<file path="src/verilog/ttd_pkg.sv">
// Package: constants and state layout of the trap, trigger and debug CSR bank
`default_nettype none

package ttd_pkg;

    // CSR addresses
    localparam logic [11:0] ADDR_TRAP_CAUSE = 12'h342;
    localparam logic [11:0] ADDR_TRAP_VALUE = 12'h343;
    localparam logic [11:0] ADDR_IRQ_PENDING = 12'h344;
    localparam logic [11:0] ADDR_TRIG_SELECT = 12'h7A0;
    localparam logic [11:0] ADDR_TRIG_MATCH_CONTROL = 12'h7A1;
    localparam logic [11:0] ADDR_TRIG_MATCH_ADDRESS = 12'h7A2;
    localparam logic [11:0] ADDR_TRIG_AUX_DATA = 12'h7A3;
    localparam logic [11:0] ADDR_TRIG_TYPE_INFO = 12'h7A4;
    localparam logic [11:0] ADDR_MACHINE_CONTEXT = 12'h7A8;
    localparam logic [11:0] ADDR_DEBUG_CONTROL = 12'h7B0;

    // Field positions
    localparam int CAUSE_IRQ_BIT = 31;
    localparam int TMC_EXEC_BIT = 2;
    localparam int DCSR_EBREAKM_BIT = 15;
    localparam int DCSR_STEPIE_BIT = 11;
    localparam int DCSR_STEP_BIT = 2;
    localparam int DCSR_CAUSE_LSB = 6;

    // Reset and fixed values
    localparam logic [31:0] TMC_RESET = 32'h2800_1040;
    localparam logic [31:0] DCSR_RESET = 32'h4000_0003;
    localparam logic [31:0] IRQ_PENDING_MASK = 32'hFFFF_0888;
    localparam logic [15:0] TINFO_SUPPORTED = 16'h0004;
    localparam logic [15:0] TINFO_NO_TRIGGER = 16'h0001;
    localparam logic [31:0] TRIG_SELECT_VALUE = 32'h0000_0000;
    localparam logic [31:0] ZERO_WORD = 32'h0000_0000;
    localparam logic [2:0] DBG_CAUSE_RESET = 3'h0;
    localparam logic [2:0] DBG_CAUSE_TRIGGER = 3'h2;

    // CSR access request
    typedef struct packed {
        logic valid;
        logic write;
        logic [11:0] addr;
        logic [31:0] wdata;
    } ttd_csr_req_s;

    // Trap report from the core
    typedef struct packed {
        logic take;
        logic is_irq;
        logic [4:0] code;
    } ttd_trap_s;

    // Whole state of the bank
    typedef struct packed {
        logic cause_irq;
        logic [4:0] cause_code;
        logic [31:0] irq_meta;
        logic [31:0] irq_sync;
        logic tm_exec;
        logic [31:0] tm_addr;
        logic dbg_ebreakm;
        logic dbg_stepie;
        logic dbg_step;
        logic [2:0] dbg_cause;
        logic [31:0] rdata;
        logic rvalid;
        logic err;
        logic hit;
    } ttd_state_s;

endpackage

`default_nettype wire

</file>
<file path="src/verilog/ttd_csr.sv">
// Module: trap cause, interrupt pending, trigger and debug control CSR bank
`timescale 1ns/1ps
`default_nettype none

module ttd_csr
(
    input wire logic core_clk_i,
    input wire logic rst_i,
    input wire ttd_pkg::ttd_csr_req_s csr_req_i,
    input wire logic debug_mode_i,
    input wire logic machine_mode_i,
    input wire ttd_pkg::ttd_trap_s trap_i,
    input wire logic [31:0] irq_i,
    input wire logic fetch_valid_i,
    input wire logic [31:0] fetch_addr_i,
    input wire logic debug_enter_i,
    input wire logic [2:0] debug_cause_i,
    output logic [31:0] csr_rdata_o,
    output logic csr_rvalid_o,
    output logic csr_err_o,
    output logic trigger_hit_o,
    output logic [31:0] irq_pending_o,
    output logic ebreakm_o,
    output logic stepie_o,
    output logic step_o
);
    import ttd_pkg::*;

    ttd_state_s st;
    ttd_state_s next_st;

    // Info field depends on whether the selected trigger exists
    function automatic logic [31:0] type_info(input logic [31:0] sel);
        logic [31:0] v;
        v = ZERO_WORD;
        if (sel == TRIG_SELECT_VALUE)
        begin
            v[15:0] = TINFO_SUPPORTED;
        end
        else
        begin
            v[15:0] = TINFO_NO_TRIGGER;
        end
        return v;
    endfunction

    function automatic logic is_trigger_addr(input logic [11:0] a);
        return (a == ADDR_TRIG_SELECT) || (a == ADDR_TRIG_MATCH_CONTROL)
            || (a == ADDR_TRIG_MATCH_ADDRESS) || (a == ADDR_TRIG_AUX_DATA)
            || (a == ADDR_TRIG_TYPE_INFO) || (a == ADDR_MACHINE_CONTEXT);
    endfunction

    function automatic logic is_mapped(input logic [11:0] a);
        return is_trigger_addr(a) || (a == ADDR_TRAP_CAUSE) || (a == ADDR_TRAP_VALUE)
            || (a == ADDR_IRQ_PENDING) || (a == ADDR_DEBUG_CONTROL);
    endfunction

    logic [31:0] cause_word;
    logic [31:0] tmc_word;
    logic [31:0] dcsr_word;
    logic [31:0] pend_word;
    logic [31:0] read_word;
    logic access_ok;

    always_comb
    begin
        cause_word = ZERO_WORD;
        cause_word[CAUSE_IRQ_BIT] = st.cause_irq;
        cause_word[4:0] = st.cause_code;

        // Fixed fields come from the reset pattern; only execute varies
        tmc_word = TMC_RESET;
        tmc_word[TMC_EXEC_BIT] = st.tm_exec;

        // Hardwired fields, including prv and version, come from the reset pattern
        dcsr_word = DCSR_RESET;
        dcsr_word[DCSR_EBREAKM_BIT] = st.dbg_ebreakm;
        dcsr_word[DCSR_STEPIE_BIT] = st.dbg_stepie;
        dcsr_word[DCSR_STEP_BIT] = st.dbg_step;
        dcsr_word[DCSR_CAUSE_LSB +: 3] = st.dbg_cause;

        pend_word = st.irq_sync & IRQ_PENDING_MASK;

        // Trigger space is closed outside debug and machine mode
        access_ok = is_mapped(csr_req_i.addr)
            && (!is_trigger_addr(csr_req_i.addr) || debug_mode_i || machine_mode_i);

        case (csr_req_i.addr)
            ADDR_TRAP_CAUSE: read_word = cause_word;
            ADDR_TRAP_VALUE: read_word = ZERO_WORD;
            ADDR_IRQ_PENDING: read_word = pend_word;
            ADDR_TRIG_SELECT: read_word = TRIG_SELECT_VALUE;
            ADDR_TRIG_MATCH_CONTROL: read_word = tmc_word;
            ADDR_TRIG_MATCH_ADDRESS: read_word = st.tm_addr;
            ADDR_TRIG_AUX_DATA: read_word = ZERO_WORD;
            ADDR_TRIG_TYPE_INFO: read_word = type_info(TRIG_SELECT_VALUE);
            ADDR_MACHINE_CONTEXT: read_word = ZERO_WORD;
            ADDR_DEBUG_CONTROL: read_word = dcsr_word;
            default: read_word = ZERO_WORD;
        endcase
    end

    always_comb
    begin
        next_st = st;

        // Two-stage synchroniser on the asynchronous request lines
        next_st.irq_meta = irq_i;
        // Mask between the stages so the output flop holds only live bits
        next_st.irq_sync = st.irq_meta & IRQ_PENDING_MASK;

        next_st.rvalid = csr_req_i.valid;
        next_st.err = csr_req_i.valid && !access_ok;
        next_st.rdata = (csr_req_i.valid && access_ok) ? read_word : ZERO_WORD;

        if (csr_req_i.valid && csr_req_i.write && access_ok)
        begin
            case (csr_req_i.addr)
                ADDR_TRAP_CAUSE:
                begin
                    next_st.cause_irq = csr_req_i.wdata[CAUSE_IRQ_BIT];
                    next_st.cause_code = csr_req_i.wdata[4:0];
                end
                ADDR_TRIG_MATCH_CONTROL:
                begin
                    if (debug_mode_i)
                    begin
                        next_st.tm_exec = csr_req_i.wdata[TMC_EXEC_BIT];
                    end
                end
                ADDR_TRIG_MATCH_ADDRESS:
                begin
                    if (debug_mode_i)
                    begin
                        next_st.tm_addr = csr_req_i.wdata;
                    end
                end
                ADDR_DEBUG_CONTROL:
                begin
                    next_st.dbg_ebreakm = csr_req_i.wdata[DCSR_EBREAKM_BIT];
                    next_st.dbg_stepie = csr_req_i.wdata[DCSR_STEPIE_BIT];
                    next_st.dbg_step = csr_req_i.wdata[DCSR_STEP_BIT];
                end
                default:
                begin
                    next_st.cause_code = st.cause_code;
                end
            endcase
        end

        // A trap in the same cycle as a software write wins
        if (trap_i.take)
        begin
            next_st.cause_irq = trap_i.is_irq;
            next_st.cause_code = trap_i.code;
        end

        if (debug_enter_i)
        begin
            next_st.dbg_cause = debug_cause_i;
        end

        // Hit is raised from the fetch stage so entry precedes execution
        next_st.hit = st.tm_exec && fetch_valid_i && !debug_mode_i
            && (fetch_addr_i == st.tm_addr);
    end

    always_ff @(posedge core_clk_i)
    begin
        if (rst_i)
        begin
            st <= '0;
            st.dbg_cause <= DBG_CAUSE_RESET;
        end
        else
        begin
            st <= next_st;
        end
    end

    assign csr_rdata_o = st.rdata;
    assign csr_rvalid_o = st.rvalid;
    assign csr_err_o = st.err;
    assign trigger_hit_o = st.hit;
    assign irq_pending_o = st.irq_sync;
    assign ebreakm_o = st.dbg_ebreakm;
    assign stepie_o = st.dbg_stepie;
    assign step_o = st.dbg_step;

    a_cause_irq_bit: assert property (@(posedge core_clk_i) disable iff (rst_i)
        trap_i.take |=> (st.cause_irq == $past(trap_i.is_irq)))
        else $error("cause interrupt bit does not follow trap kind");

    a_cause_code_upd: assert property (@(posedge core_clk_i) disable iff (rst_i)
        trap_i.take |=> st.cause_code == $past(trap_i.code))
        else $error("cause code not captured from trap");

    a_cause_zero_mid: assert property (@(posedge core_clk_i) disable iff (rst_i)
        (csr_rvalid_o && !csr_err_o && $past(csr_req_i.addr) == ADDR_TRAP_CAUSE)
            |-> csr_rdata_o[30:5] == 26'h0)
        else $error("cause reserved bits not zero");

    a_trap_value_zero: assert property (@(posedge core_clk_i) disable iff (rst_i)
        (csr_req_i.valid && csr_req_i.addr == ADDR_TRAP_VALUE) |=> csr_rdata_o == ZERO_WORD)
        else $error("trap value read not zero");

    a_pending_mask: assert property (@(posedge core_clk_i) disable iff (rst_i)
        (irq_pending_o & ~IRQ_PENDING_MASK) == ZERO_WORD)
        else $error("pending shows hardwired bit");

    a_pending_sync: assert property (@(posedge core_clk_i) disable iff (rst_i)
        ##2 irq_pending_o[31:16] == $past(irq_i[31:16], 2))
        else $error("fast pending does not follow request line");

    a_tmc_locked: assert property (@(posedge core_clk_i) disable iff (rst_i)
        (csr_req_i.valid && csr_req_i.write && !debug_mode_i
            && (csr_req_i.addr == ADDR_TRIG_MATCH_CONTROL
                || csr_req_i.addr == ADDR_TRIG_MATCH_ADDRESS))
            |=> $stable(st.tm_exec) && $stable(st.tm_addr))
        else $error("match control changed outside debug mode");

    a_trigger_denied: assert property (@(posedge core_clk_i) disable iff (rst_i)
        (csr_req_i.valid && !debug_mode_i && !machine_mode_i
            && is_trigger_addr(csr_req_i.addr)) |=> csr_err_o && csr_rdata_o == ZERO_WORD)
        else $error("trigger access allowed outside permitted modes");

    a_trigger_hit: assert property (@(posedge core_clk_i) disable iff (rst_i)
        (st.tm_exec && fetch_valid_i && !debug_mode_i && fetch_addr_i == st.tm_addr)
            |=> trigger_hit_o)
        else $error("address match did not raise hit");

    a_dcsr_fixed: assert property (@(posedge core_clk_i) disable iff (rst_i)
        (csr_req_i.valid && machine_mode_i && csr_req_i.addr == ADDR_DEBUG_CONTROL)
            |=> csr_rdata_o[1:0] == 2'h3 && csr_rdata_o[31:28] == 4'h4
                && csr_rdata_o[13:12] == 2'h0)
        else $error("debug control fixed fields wrong");

    a_tinfo_value: assert property (@(posedge core_clk_i) disable iff (rst_i)
        (csr_req_i.valid && debug_mode_i && csr_req_i.addr == ADDR_TRIG_TYPE_INFO)
            |=> csr_rdata_o == 32'h0000_0004)
        else $error("type info not 0x4");

    a_tmc_pattern: assert property (@(posedge core_clk_i) disable iff (rst_i)
        (csr_req_i.valid && debug_mode_i && csr_req_i.addr == ADDR_TRIG_MATCH_CONTROL)
            |=> (csr_rdata_o & 32'hFFFF_FFFB) == 32'h2800_1040)
        else $error("match control fixed fields wrong");

    // Storage checks compare against the request one cycle earlier
    a_cause_sw_write: assert property (@(posedge core_clk_i) disable iff (rst_i)
        (csr_req_i.valid && csr_req_i.write && csr_req_i.addr == ADDR_TRAP_CAUSE
            && !trap_i.take)
            |=> st.cause_irq == $past(csr_req_i.wdata[CAUSE_IRQ_BIT])
                && st.cause_code == $past(csr_req_i.wdata[4:0]))
        else $error("cause software write not stored");

    a_trap_beats_write: assert property (@(posedge core_clk_i) disable iff (rst_i)
        (trap_i.take && csr_req_i.valid && csr_req_i.write
            && csr_req_i.addr == ADDR_TRAP_CAUSE)
            |=> st.cause_irq == $past(trap_i.is_irq) && st.cause_code == $past(trap_i.code))
        else $error("software write overrode a trap");

    a_select_zero: assert property (@(posedge core_clk_i) disable iff (rst_i)
        (csr_req_i.valid && csr_req_i.addr == ADDR_TRIG_SELECT) |=> csr_rdata_o == ZERO_WORD)
        else $error("trigger select not zero");

    a_aux_zero: assert property (@(posedge core_clk_i) disable iff (rst_i)
        (csr_req_i.valid && (csr_req_i.addr == ADDR_TRIG_AUX_DATA
            || csr_req_i.addr == ADDR_MACHINE_CONTEXT)) |=> csr_rdata_o == ZERO_WORD)
        else $error("aux data or context not zero");

    a_tm_exec_write: assert property (@(posedge core_clk_i) disable iff (rst_i)
        (csr_req_i.valid && csr_req_i.write && debug_mode_i
            && csr_req_i.addr == ADDR_TRIG_MATCH_CONTROL)
            |=> st.tm_exec == $past(csr_req_i.wdata[TMC_EXEC_BIT]))
        else $error("execute enable not written");

    a_tm_addr_write: assert property (@(posedge core_clk_i) disable iff (rst_i)
        (csr_req_i.valid && csr_req_i.write && debug_mode_i
            && csr_req_i.addr == ADDR_TRIG_MATCH_ADDRESS)
            |=> st.tm_addr == $past(csr_req_i.wdata))
        else $error("match address not written");

    a_dcsr_bits_write: assert property (@(posedge core_clk_i) disable iff (rst_i)
        (csr_req_i.valid && csr_req_i.write && csr_req_i.addr == ADDR_DEBUG_CONTROL)
            |=> ebreakm_o == $past(csr_req_i.wdata[DCSR_EBREAKM_BIT])
                && stepie_o == $past(csr_req_i.wdata[DCSR_STEPIE_BIT])
                && step_o == $past(csr_req_i.wdata[DCSR_STEP_BIT]))
        else $error("debug control storage bits not written");

    a_dcsr_hardwired: assert property (@(posedge core_clk_i) disable iff (rst_i)
        (csr_req_i.valid && csr_req_i.addr == ADDR_DEBUG_CONTROL)
            |=> (csr_rdata_o & 32'h0FFF_763B) == 32'h0000_0003)
        else $error("debug control hardwired bits wrong");

    a_dcsr_version: assert property (@(posedge core_clk_i) disable iff (rst_i)
        (csr_req_i.valid && csr_req_i.addr == ADDR_DEBUG_CONTROL)
            |=> csr_rdata_o[31:28] == 4'h4)
        else $error("debug version field not 4");

    a_dbg_cause_set: assert property (@(posedge core_clk_i) disable iff (rst_i)
        debug_enter_i |=> st.dbg_cause == $past(debug_cause_i))
        else $error("debug cause not captured on entry");

    a_dbg_cause_hold: assert property (@(posedge core_clk_i) disable iff (rst_i)
        !debug_enter_i |=> $stable(st.dbg_cause))
        else $error("debug cause changed without entry");

    a_pending_read: assert property (@(posedge core_clk_i) disable iff (rst_i)
        (csr_req_i.valid && csr_req_i.addr == ADDR_IRQ_PENDING)
            |=> csr_rdata_o == $past(irq_pending_o))
        else $error("pending read differs from pending output");

    a_trigger_allowed: assert property (@(posedge core_clk_i) disable iff (rst_i)
        (csr_req_i.valid && (debug_mode_i || machine_mode_i)
            && is_trigger_addr(csr_req_i.addr)) |=> csr_rvalid_o && !csr_err_o)
        else $error("trigger access refused in a permitted mode");

    a_unmapped_err: assert property (@(posedge core_clk_i) disable iff (rst_i)
        (csr_req_i.valid && !is_mapped(csr_req_i.addr))
            |=> csr_err_o && csr_rdata_o == ZERO_WORD)
        else $error("unmapped access not refused");

    a_idle_answer: assert property (@(posedge core_clk_i) disable iff (rst_i)
        !csr_req_i.valid |=> !csr_rvalid_o && !csr_err_o)
        else $error("answer without a request");

    a_tmc_machine_view: assert property (@(posedge core_clk_i) disable iff (rst_i)
        (csr_req_i.valid && machine_mode_i && csr_req_i.addr == ADDR_TRIG_MATCH_CONTROL)
            |=> csr_rdata_o[31:27] == 5'h05 && csr_rdata_o[15:12] == 4'h1
                && csr_rdata_o[6] == 1'b1 && csr_rdata_o[18] == 1'b0)
        else $error("match control fixed fields wrong in machine mode");

    // A hit needs an enabled, exact, non-debug fetch
    a_hit_debug_off: assert property (@(posedge core_clk_i) disable iff (rst_i)
        (debug_mode_i || !fetch_valid_i) |=> !trigger_hit_o)
        else $error("hit raised in debug mode or without fetch");

    a_hit_exact: assert property (@(posedge core_clk_i) disable iff (rst_i)
        (fetch_addr_i != st.tm_addr) |=> !trigger_hit_o)
        else $error("hit on a non-matching address");

    a_hit_needs_exec: assert property (@(posedge core_clk_i) disable iff (rst_i)
        !st.tm_exec |=> !trigger_hit_o)
        else $error("hit raised with execute disabled");

endmodule // ttd_csr

`default_nettype wire

</file>
<file path="config.mk">
export PLATFORM = sky130hd
export DESIGN_NAME = ttd_csr
export DESIGN_NICKNAME = d
export VERILOG_FILES = /design/src/verilog/ttd_pkg.sv /design/src/verilog/ttd_csr.sv
export SDC_FILE = /design/constraint.sdc
export NUM_CORES = 1
export LEC_CHECK = 0
export ABC_CLOCK_PERIOD_IN_PS = 3400
export BUFFER_PORTS_ARGS = -buffer_cell sky130_fd_sc_hd__buf_4
export CAP_MARGIN = 0
export CORE_MARGIN = 3
export CORE_UTILIZATION = 53
export DETAILED_ROUTE_END_ITERATION = 6
export HOLD_SLACK_MARGIN = 0.05
export PLACE_DENSITY = 0.83
export REMOVE_ABC_BUFFERS = 1
export SLEW_MARGIN = 0
export SYNTH_ARGS = -nofsm -noshare
export SYNTH_HDL_FRONTEND = slang
export SYNTH_SLANG_ARGS = --single-unit
</file>
<file path="constraint.sdc">
create_clock -name core_clk_i -period 3.4 [get_ports core_clk_i]
set_input_delay 0.68 -clock core_clk_i [delete_from_list [all_inputs] [get_ports core_clk_i]]
set_output_delay 0.68 -clock core_clk_i [all_outputs]
set_load 0.01 [all_outputs]
</file>
==> qor_table.md, run 1 <==
| Metric | Value | Unit |
|---|---|---|
| Max stage delay cell, worst path | a2111oi_0 | - |
| Worst vdd ir | 0.3510 | mV |
| Distinct cells, synth | 49 | - |
| Clk pwr share | 0.512 | - |
| Post-route minimum period | 2.104 | ns |
| Worst-case clock buffer depth | 2 | - |
| Most used flip-flop cell after synthesis | dfxtp_1 | - |
| Static power due to leakage | 2.812 | nW |
| Combinational share of power | 0.074 | - |
| Count of antenna diodes in the layout | 0 | - |
| DRC marker count from the first detailed-route iteration | 276 | - |
| Placement Rows | 35 | - |
| Global-route wire length before repair | 21600 | um |
| FF+latch area | 0.002362 | mm^2 |
| Die ar. | 0.01105 | mm^2 |
| Number of port buffers | 169 | - |
| Tcrit/Tclk final | 0.6189 | - |
| Highest clock rate | 0.4753 | GHz |
| Metal-1 WL | 5218 | um |
| Area taken by multi-input logic gates | 0.002236 | mm^2 |
| Status | finished clean | - |
| Max-slew violation total from the final report | 0 | - |
| Top post-synthesis cells by area | dfxtp_1, buf_4, nor2b_1 | - |
| Width of the chip | 105.1 | um |
| Number of hold violations in the final report | 0 | - |
| Synthesized cell area | 0.005207 | mm^2 |
| Number of antenna violations at the first check in global routing | 0 | - |
| Deepest level of the CTS H-tree | 4 | - |
| Share of synthesized area occupied by flip-flops and latches | 0.4536 | - |
| Number of placed instances with taps included | 800 | - |
| Min-Delay Path Class | input port to flip-flop | - |
| WL per Instance | 16.45 | um |
| Pwr per Cell Area | 513.4 | mW/mm^2 |
| Number of I/O pins | 196 | - |
| Max capacitance violation total | 0 | - |
| Number of standard cells after synthesis | 581 | - |
| Number of cells upsized or downsized after cts | 0 | - |
| Area Overhead vs Synth | 28.54 | % |
| Biggest area consumer among synthesized cells | dfxtp_1 | - |
| Required time of the critical path | 3.77 | ns |
| Clock Sink Count | 118 | - |
| Fill cell total of the finished layout | 718 | - |
| Vias | 4427 | - |
| Buffer type at the clock tree root | clkbuf_8 | - |
| Hold WS | 0.3789 | ns |
| Global route total overflow | 0 | - |
| Flops & latches, synth | 118 | - |
| Cell seen most often among critical-path stages | buf_4 | - |
| Top-area cell type share of the netlist area | 0.4536 | - |
| Max-slew headroom | 0.4119 | - |
| Crit path setup slack, layout | 1.296 | ns |
| Largest net degree at the start of global routing | 84 | - |
| Place WS | 0.8628 | ns |
| Type of element capturing the critical path | flip-flop | - |
| Net count of the finished layout | 816 | - |
| Clock skew | 0.006211 | ns |
| Final setup violation count | 0 | - |
| Initial Utilization | 0.5531 | - |
| Drt drc | 0 | - |
| Sort of element at the start of the critical path | input port | - |
| Post-DR vias/cell | 5.321 | - |
| Setup Buffers After CTS | 0 | - |
| Clock-pin slew of the registers on the worst-case setup and hold paths | 0.06 | ns |
| Hold buffers post-CTS | 0 | - |
| RD Place Congestion | 0.8842 | - |
| Met2 layer wire length in the routed design | 6808 | um |
| Setup repair after global routing missed its margin | false | - |
| Switching power of the nets | 763.5 | uW |
| Largest driver fanout on the critical path | 14 | - |
| Ordered cell list for the critical path | buf_4, nand4b_1, a2111oi_0, a211o_1, buf_4, nor4_1 | - |
| Internal power of the cells | 2.673 | mW |
| Post-route cell area | 0.006694 | mm^2 |
| Uppermost layer routed | met4 | - |
| HPWL Detailed | 9748 | um |
| Synth warnings | 0 | - |
| Measured slew at the worst slew-check pin | 0.8822 | ns |
| EDFF count, synth | 0 | - |
| Global-route usage over all layers | 0.2467 | - |
| Iteration count of the initial detailed-routing pass | 6 | - |
| Critical Setup Path Class | input port to flip-flop | - |
| Flop pwr share | 0.414 | - |
| Number of buffers created by CTS | 17 | - |
| Fraction of final layout cells with drive strength greater than 1 | 0.3058 | - |
| Clock latency reported for the late side of the worst-skew pair | 0.51 | ns |
| Post-place instance area | 0.006100 | mm^2 |
| CTS tree | yes | - |
| Crit path largest cell delay | 0.73 | ns |
| Vias in the first global route | 4409 | - |
| Area of the core | 0.009415 | mm^2 |
| Total length of routed wires | 13680 | um |
| Fraction of synthesis flops using an asynchronous set or reset pin | 0 | - |
| Post-route antenna net violation count | 0 | - |
| Net switching share of the total power | 0.2222 | - |
| Wire length on met3 | 1387 | um |
| Worst endpoint data arrival time | 2.47 | ns |
| Average cell area after synthesis | 8.963 | um^2 |
| Setup TNS | 0 | ns |
| Final cell count without fillers | 832 | - |
| Die Span Y | 105.1 | um |
-- path summary, 6_finish.rpt --
| path | start | end | slack [ns] | depth (start not counted) |
|---|---|---|---|---|
| min reg2reg | next_st[90] | irq_pending_o[16] | 0.43 | 1 |
| min | irq_i[23] | next_st[97] | 0.38 | 2 |
| max | csr_req_i[38] | csr_rdata_o[4] | 1.30 | 6 |
| max reg2reg | st[53] | trigger_hit_o | 1.90 | 4 |
-- Yosys cell counts (12+ instances only) --
cell type	instances
dfxtp_1	118
nand2_1	71
buf_4	68
nor2b_1	50
a21oi_1	43
xor2_1	29
nor2_1	27
a22oi_1	19
clkbuf_1	17
nor4_1	15
buf_2	13
nor3_1	12
-- state kept, by name, summed over array words and instances, names as in the netlist --
name	flops
st	33
csr_rdata_o	32
irq_pending_o	19
next_st	19
cause_word	6
dcsr_word	3
csr_err_o	1
csr_rvalid_o	1
ebreakm_o	1
step_o	1
stepie_o	1
trigger_hit_o	1
-- metal layers --
| metal | GRT usage | vias up |
|---|---|---|
| li1 | - | 2127 |
| met1 | 0.2816 | 2046 |
| met2 | 0.4203 | 229 |
| met3 | 0.08771 | 25 |
| met4 | 0.09747 | 0 |
| met5 | 0 | - |
-- worst max-delay path, delay by kind of cell --
kind            cells  cell delay [ns]
compound gates      2             0.94
simple gates        2             0.51
buf+inv             2             0.35
-- cell type report --
class | count | share of cell area
Multi-Input combinational cell | 373 | 0.3340
Inverter | 3 | 0.001682
Clock buffer | 18 | 0.06243
Sequential cell | 118 | 0.3529
Timing Repair Buffer | 177 | 0.1985
Clock inverter | 14 | 0.02636
Tap cell | 129 | 0.02411
-- cell families after synthesis --
group | count (synthesis) | share of synthesized area
xor+xnor | 33 | 0.05550
buf+inv | 102 | 0.1257
compound gates | 89 | 0.1064
flops | 118 | 0.4536
mux | 4 | 0.007689
simple gates | 234 | 0.2504
other cells | 1 | 0.0007201
-- through the flow --
stage               power, mW    util
floorplan               1.532       -
global placement        1.700  0.6478
detailed placement      1.704  0.6478
CTS                     3.460  0.7110
global route            3.549  0.7110
finish                  3.437  0.7110
-- power groups by stage --
stage               clock network, mW  registers, mW  logic [mW]
finish                           1.76           1.42       0.254
global route                     1.85           1.43       0.275
CTS                              1.78           1.42       0.252
detailed placement                  0           1.45       0.250
global placement                    0           1.45       0.247
floorplan                           0           1.46      0.0756
-- cells in the final DEF, fill, tap and decap left out, drive strengths merged, types with 3 or more instances in the layout --
master,count
nand3,9
buf,177
nand4,6
dfxtp,118
mux2i,4
nand2,71
xor2,29
xnor2,4
clkinv,7
nor3b,10
nor4b,6
inv,5
a21oi,43
conb,13
clkbuf,18
o21ai,11
a22oi,19
and3,4
nor2,27
nor4,15
and4,3
nor3,13
nor2b,50
bufinv,3
and2,6
(Power assumes the default switching activity.)
==> run 2: changes to the inputs <==
--- a/config.mk
+++ b/config.mk
@@ -5,14 +5,15 @@
 export SDC_FILE = /design/constraint.sdc
 export NUM_CORES = 1
 export LEC_CHECK = 0
-export ABC_CLOCK_PERIOD_IN_PS = 3400
+export ABC_AREA = 1
+export ABC_CLOCK_PERIOD_IN_PS = 2050
 export BUFFER_PORTS_ARGS = -buffer_cell sky130_fd_sc_hd__buf_4
 export CAP_MARGIN = 0
 export CORE_MARGIN = 3
-export CORE_UTILIZATION = 53
+export CORE_UTILIZATION = 50
 export DETAILED_ROUTE_END_ITERATION = 6
 export HOLD_SLACK_MARGIN = 0.05
-export PLACE_DENSITY = 0.83
+export PLACE_DENSITY = 0.79
 export REMOVE_ABC_BUFFERS = 1
 export SLEW_MARGIN = 0
 export SYNTH_ARGS = -nofsm -noshare
==> constraint.sdc (replaced) <==
create_clock -name core_clk_i -period 2.05 [get_ports core_clk_i]
set_input_delay 0.41 -clock core_clk_i [delete_from_list [all_inputs] [get_ports core_clk_i]]
set_output_delay 0.41 -clock core_clk_i [all_outputs]
set_load 0.01 [all_outputs]
==> run 2 against run 1 <==
The run now ends with DRC left. Global-route usage down 0.33 points. Sequential share of layout area decreased by 1.2 points. Via count is 13% higher. Register-to-register slack worse by 1.3 ns. Hold slack worse by 0.29 ns. Routed wire length up 7.9%. First-iteration DRC count is 22% higher. Non-clock buffer count rose by 11. Synthesized cell count is 21% higher. Count of clock-buffer cells in the layout increased by 2. Largest cell class unchanged. Largest power group unchanged. Highest routed layer unchanged.
==> qor_table.md, run 2 <==
| Metric | Value | Unit |
|---|---|---|
| Initial Utilization | 0.5179 | - |
| Static power due to leakage | 3.115 | nW |
| Critical Setup Path Class | input port to flip-flop | - |
| Type of element capturing the critical path | flip-flop | - |
| Wire length on met3 | 1203 | um |
| Met2 layer wire length in the routed design | 7358 | um |
| Synthesized cell area | 0.005370 | mm^2 |
| Total length of routed wires | 14770 | um |
| CP bufs+invs | 1 | - |
| Number of flip-flops in the largest register | 33 | - |
| Required time of the critical path | 2.45 | ns |
| Max-slew headroom | 0.6620 | - |
| Violations in the final reports | DRC | - |
| Iteration count of the initial detailed-routing pass | 7 | - |
| Area Overhead vs Synth | 28.94 | % |
| Largest net degree at the start of global routing | 45 | - |
| Post-route antenna net violation count | 0 | - |
| Measured slew at the worst slew-check pin | 0.5064 | ns |
| Global-route wire length before repair | 22630 | um |
| Most flops, register | st | - |
| Top-count cell post-synth | nand2_1 | - |
| Number of placed instances with taps included | 944 | - |
| Number of antenna violations at the first check in global routing | 0 | - |
| Clock latency reported for the late side of the worst-skew pair | 0.51 | ns |
| Worst-case clock buffer depth | 2 | - |
| Average cell area after synthesis | 7.650 | um^2 |
| Crit path largest cell delay | 0.26 | ns |
| Most used cells in the layout excluding fill and tap cells | buf_4, nand2_1, dfxtp_1, nor2_1, inv_1 | - |
| Number of hold violations in the final report | 0 | - |
| Setup Buffers After CTS | 0 | - |
| Reg-to-reg critical path startpoint | st[73] | - |
| Max-slew violation total from the final report | 0 | - |
| Most used flip-flop cell after synthesis | dfxtp_1 | - |
| Clock Sink Count | 118 | - |
| Synth warnings | 0 | - |
| CP top delay family | simple AND/OR/NAND/NOR gates | - |
| Count of cells along the worst register-to-register path | 6 | - |
| Count of antenna diodes in the layout | 0 | - |
| Die ar. | 0.01202 | mm^2 |
| Number of buffers created by CTS | 17 | - |
| Width of the chip | 109.6 | um |
| Global route total overflow | 0 | - |
| DRC marker count from the first detailed-route iteration | 338 | - |
| CTS tree | yes | - |
| Biggest area consumer among synthesized cells | dfxtp_1 | - |
| Final total power | 5.573 | mW |
| Highest clock rate | 0.6414 | GHz |
| Sort of element at the start of the critical path | input port | - |
| Worst endpoint data arrival time | 1.96 | ns |
| Most common library cell in the layout ignoring fill and taps | buf_4 | - |
| Number of cells upsized or downsized after cts | 0 | - |
| RD Place Congestion | 0.8220 | - |
| Placement Rows | 37 | - |
| Die Span Y | 109.6 | um |
| Flops & latches, synth | 118 | - |
| Largest driver fanout on the critical path | 17 | - |
| Ordered cell list for the critical path | buf_4, nor2_1, nand2_1, nor2_2, nand2_2, nand2_2, nor2_4, nand2_8, nand3_2, a21oi_1, nor2_1 | - |
| Post-route cell area | 0.006924 | mm^2 |
| Number of port buffers | 169 | - |
| Tcrit/Tclk final | 0.7605 | - |
| Worst vdd ir | 0.5662 | mV |
| Min-Delay Path Class | input port to flip-flop | - |
| EDFF count, synth | 0 | - |
| Source of the worst hold timing path | irq_i[26] | - |
| Post-DR vias/cell | 5.148 | - |
| Status | finished with violations | - |
| Deepest level of the CTS H-tree | 4 | - |
| WL per Instance | 15.15 | um |
| Share of synthesized area occupied by flip-flops and latches | 0.4399 | - |
| Clock-pin slew of the registers on the worst-case setup and hold paths | 0.06 | ns |
| Top cell types by occurrence after synthesis | nand2_1, dfxtp_1, nor2_1 | - |
| Max capacitance violation total | 0 | - |
| Drt drc | 8 | - |
| Number of standard cells after synthesis | 702 | - |
| Top-area cell type share of the netlist area | 0.4399 | - |
| Fraction of final layout cells with drive strength greater than 1 | 0.3051 | - |
| Post-route minimum period | 1.559 | ns |
| Worst-case register-to-register setup slack | 0.61 | ns |
| Net count of the finished layout | 953 | - |
| Final cell count without fillers | 975 | - |
| Post-place instance area | 0.006361 | mm^2 |
| HPWL Detailed | 10880 | um |
| Uppermost layer routed | met4 | - |
| Number of cells on the worst hold path | 3 | - |
| Buffer type at the clock tree root | clkbuf_8 | - |
| Hold buffers post-CTS | 0 | - |
| Pwr per Cell Area | 804.9 | mW/mm^2 |
| Reg-to-Reg End | trigger_hit_o | - |
| Area of the core | 0.01037 | mm^2 |
| Top post-synthesis cells by area | dfxtp_1, buf_4, nand2_1 | - |
| Setup repair after global routing missed its margin | false | - |
| Metal-1 WL | 5913 | um |
| Distinct cells, synth | 39 | - |
| Vias | 5019 | - |
| Launch point of the worst path | csr_req_i[43] | - |
| Min-Delay Endpoint | next_st[100] | - |
| Fraction of synthesis flops using an asynchronous set or reset pin | 0 | - |
| Vias in the first global route | 4824 | - |
| Final setup violation count | 0 | - |
| Global-route usage over all layers | 0.2435 | - |
| Max stage delay cell, worst path | a21oi_1 | - |
| Clock skew | 0.006517 | ns |
| Number of I/O pins | 196 | - |
[run 2: worst max path at each step]
stage | end | slack, ns | depth (start not counted)
floorplan | st[41] | -0.30 | 11
global placement | st[51] | 0.13 | 12
detailed placement | cause_word[31] | 0.0002 | 11
CTS | cause_word[31] | 0.54 | 11
global route | cause_word[31] | 0.34 | 11
finish | cause_word[31] | 0.49 | 11
[run 2: cell families after synthesis]
logic type                count (synthesis)  synth area share
other                                     1         0.0006983
buffers and inverters                   182            0.1822
xor gates and xnor gates                  9           0.01468
AOI/OAI and AO/OA                        96            0.1062
and+or+nand+nor                         296            0.2563
DFF                                     118            0.4399
[run 2: through the flow]
step | hold slack (ns) | util | setup TNS [ns] | worst slack (ns)
2_1_floorplan | 0.3883 | - | -9.679 | -0.3025
3_3_place_gp | 0.3893 | 0.6134 | 0 | 0.1265
3_5_place_dp | 0.3948 | 0.6134 | 0 | 0.0001699
4_1_cts | 0.08286 | 0.6677 | 0 | 0.5412
5_1_grt | 0.08343 | 0.6677 | 0 | 0.3424
6_report | 0.09363 | 0.6677 | 0 | 0.4910
[run 2: layer usage]
layer / vias to the layer above / GRT usage
met4: 0 / 0.09795
li1: 2433 / -
met2: 225 / 0.4233
met1: 2333 / 0.2889
met5: - / 0
met3: 28 / 0.05696
[run 2: cell type report]
type,instances,area (um^2)
clock inverter,11,127.6
sequential,118,2362
inverter,88,330.3
clock buffer,20,435.4
tap,136,170.2
multi-input combinational,414,2074
fill,852,3446
timing repair buffer,188,1424
[run 2: worst min-delay path: stages]
cell	delay [ns]
buf_4	0.08
inv_1	0.03
nor2_1	0.06
[run 2: report_power, final]
group	total (mW)	internal (mW)	switching, mW
clock	2.79	1.76	1.04
combinational	0.417	0.216	0.202
sequential	2.36	2.34	0.0191
==> run 3: changes to the inputs <==
--- a/config.mk
+++ b/config.mk
@@ -6,14 +6,14 @@
 export NUM_CORES = 1
 export LEC_CHECK = 0
 export ABC_AREA = 1
-export ABC_CLOCK_PERIOD_IN_PS = 2050
+export ABC_CLOCK_PERIOD_IN_PS = 1300
 export BUFFER_PORTS_ARGS = -buffer_cell sky130_fd_sc_hd__buf_4
 export CAP_MARGIN = 0
 export CORE_MARGIN = 3
-export CORE_UTILIZATION = 50
+export CORE_UTILIZATION = 45
 export DETAILED_ROUTE_END_ITERATION = 6
 export HOLD_SLACK_MARGIN = 0.05
-export PLACE_DENSITY = 0.79
+export PLACE_DENSITY = 0.75
 export REMOVE_ABC_BUFFERS = 1
 export SLEW_MARGIN = 0
 export SYNTH_ARGS = -nofsm -noshare
==> constraint.sdc (replaced) <==
create_clock -name core_clk_i -period 1.3 [get_ports core_clk_i]
set_input_delay 0.26 -clock core_clk_i [delete_from_list [all_inputs] [get_ports core_clk_i]]
set_output_delay 0.26 -clock core_clk_i [all_outputs]
set_load 0.01 [all_outputs]
==> run 3 against run 2 <==
The flow finishes with violations (setup timing). Sequential power is 58% higher. Count of clock-buffer cells in the layout is 2 higher. Combinational power is 86% higher. Highest routed layer unchanged.
==> qor_table.md, run 3 (synthesis gave the netlist of run 2 again) <==
| Metric | Value | Unit |
|---|---|---|
| Status | finished with violations | - |
| Violations in the final reports | setup timing | - |
| Post-route cell area | 0.007782 | mm^2 |
| Max stage delay cell, worst path | nor2_4 | - |
| Ordered cell list for the critical path | buf_4, nand2_1, inv_2, nand2_2, inv_2, nand3_1, nand2_2, nor2_4, nand2_8, nand3_4, buf_12, nand2_1, a21oi_1 | - |
| Fraction of final layout cells with drive strength greater than 1 | 0.3914 | - |
| Number of buffers created by CTS | 17 | - |
| Min-Delay Path Class | input port to flip-flop | - |
| Final cell count without fillers | 1045 | - |
| WL per Instance | 15.62 | um |
| Final total power | 8.871 | mW |
| Vias in the first global route | 4919 | - |
| Buffer type at the clock tree root | clkbuf_16 | - |
| Type of element capturing the critical path | flip-flop | - |
| Most used cells in the layout excluding fill and tap cells | buf_4, dfxtp_1, nand2_1, nor2_1, inv_1 | - |
| Number of antenna violations at the first check in global routing | 0 | - |
| Post-route antenna net violation count | 0 | - |
| Most flops, register | st | - |
| Worst-case register-to-register setup slack | -0.02 | ns |
| Global-route usage over all layers | 0.2361 | - |
| Placement Rows | 39 | - |
| Most common library cell in the layout ignoring fill and taps | buf_4 | - |
| Post-place instance area | 0.006735 | mm^2 |
| Number of placed instances with taps included | 993 | - |
| Max-slew headroom | 0.6275 | - |
| Number of flip-flops in the largest register | 33 | - |
| Crit path setup slack, layout | -0.05415 | ns |
| Clock skew | 0.007849 | ns |
| Die ar. | 0.01328 | mm^2 |
| Number of port buffers | 169 | - |
| Clock Sink Count | 118 | - |
| Pwr per Cell Area | 1140 | mW/mm^2 |
| Iteration count of the initial detailed-routing pass | 5 | - |
| Count of antenna diodes in the layout | 0 | - |
| Global route total overflow | 0 | - |
| Final setup violation count | 32 | - |
| Largest driver fanout on the critical path | 11 | - |
| Crit path largest cell delay | 0.22 | ns |
| RD Place Congestion | 0.8256 | - |
| Deepest level of the CTS H-tree | 4 | - |
| Area of the core | 0.01156 | mm^2 |
| Clock latency reported for the late side of the worst-skew pair | 0.41 | ns |
| Static power due to leakage | 3.489 | nW |
| Number of hold violations in the final report | 0 | - |
| Initial Utilization | 0.4644 | - |
| Clock-pin slew of the registers on the worst-case setup and hold paths | 0.05 | ns |
| Width of the chip | 115.2 | um |
| Highest clock rate | 0.7385 | GHz |
| Area Overhead vs Synth | 44.92 | % |
| Die Span Y | 115.2 | um |
| Post-DR vias/cell | 5.005 | - |
| Critical Setup Path Class | input port to flip-flop | - |
| Required time of the critical path | 1.64 | ns |
| Net count of the finished layout | 1015 | - |
| Worst vdd ir | 0.9249 | mV |
| Vias | 5230 | - |
| Global-route wire length before repair | 23940 | um |
| CTS tree | yes | - |
| Place WS | -0.3937 | ns |
| Largest net degree at the start of global routing | 47 | - |
| Hold WS | 0.06357 | ns |
| Worst endpoint data arrival time | 1.69 | ns |
| Sort of element at the start of the critical path | input port | - |
| Worst-case clock buffer depth | 2 | - |
| Setup repair after global routing missed its margin | true | - |
| Measured slew at the worst slew-check pin | 0.5587 | ns |
| DRC marker count from the first detailed-route iteration | 335 | - |
| HPWL Detailed | 10990 | um |
| Number of I/O pins | 196 | - |
| Max capacitance violation total | 0 | - |
| Tcrit/Tclk final | 1.042 | - |
| Total length of routed wires | 16330 | um |
| Max-slew violation total from the final report | 0 | - |
| Drt drc | 0 | - |
| Post-route minimum period | 1.354 | ns |
-- run 3: changes by cell type in the layout (fill, tap and decap cells not counted), moves of 11 or more --
cell / delta
buf_4: +34
a21oi_2: +11
nand2_2: +16
dlygate4sd3_1: +14
a21oi_1: -11
nand2_1: -20
-- run 3: report_power, final --
group	internal (mW)	total, mW	leakage [nW]	switching, mW
registers	3.70	3.73	0.963	0.0298
logic	0.414	0.777	2.25	0.363
clock network	2.79	4.36	0.271	1.57
-- run 3: worst max-delay path: cells and delay by family --
| kind | cells | cell delay, ns |
|---|---|---|
| AO/OA/AOI/OAI | 1 | 0.13 |
| AND/OR/NAND/NOR | 8 | 0.90 |
| buffers and inverters | 4 | 0.38 |
-- run 3: stage by stage --
| step | setup TNS, ns | utilization |
|---|---|---|
| 6_report | -0.8898 | 0.6729 |
| 3_3_place_gp | -22.75 | 0.5824 |
| 5_1_grt | -2.993 | 0.6729 |
| 4_1_cts | -0.03455 | 0.6443 |
| 3_5_place_dp | -24.87 | 0.5824 |
| 2_1_floorplan | -35.44 | - |
-- run 3: final timing paths --
check,startpoint,to,depth (start not counted)
max,csr_req_i[41],st[60],13
min,irq_i[26],next_st[100],3
max reg2reg,st[44],trigger_hit_o,7
min reg2reg,next_st[85],irq_pending_o[11],2
-- run 3: layout make-up --
class	instances	area, um^2
clock buffer	22	444.2
fill	929	3782
timing repair buffer	249	2029
clock inverter	10	106.4
tap	143	178.9
inverter	88	344.1
sequential	118	2367
multi-input combinational	415	2312
-- run 3: repair_timing --
action	CTS	global route
resized for setup	4	76
gates cloned	0	3
pin swaps	1	5
endpoints found under the hold margin	14	0
buffers inserted	0	3
endpoints found under the setup margin	1	57
hold buffers	14	0
-- run 3: metal layers --
metal	GRT usage	vias up	wire (um)
li1	-	2556	-
met4	0.07668	0	250
met1	0.2896	2408	6675
met2	0.3935	241	8005
met3	0.07579	25	1393
met5	0	-	0
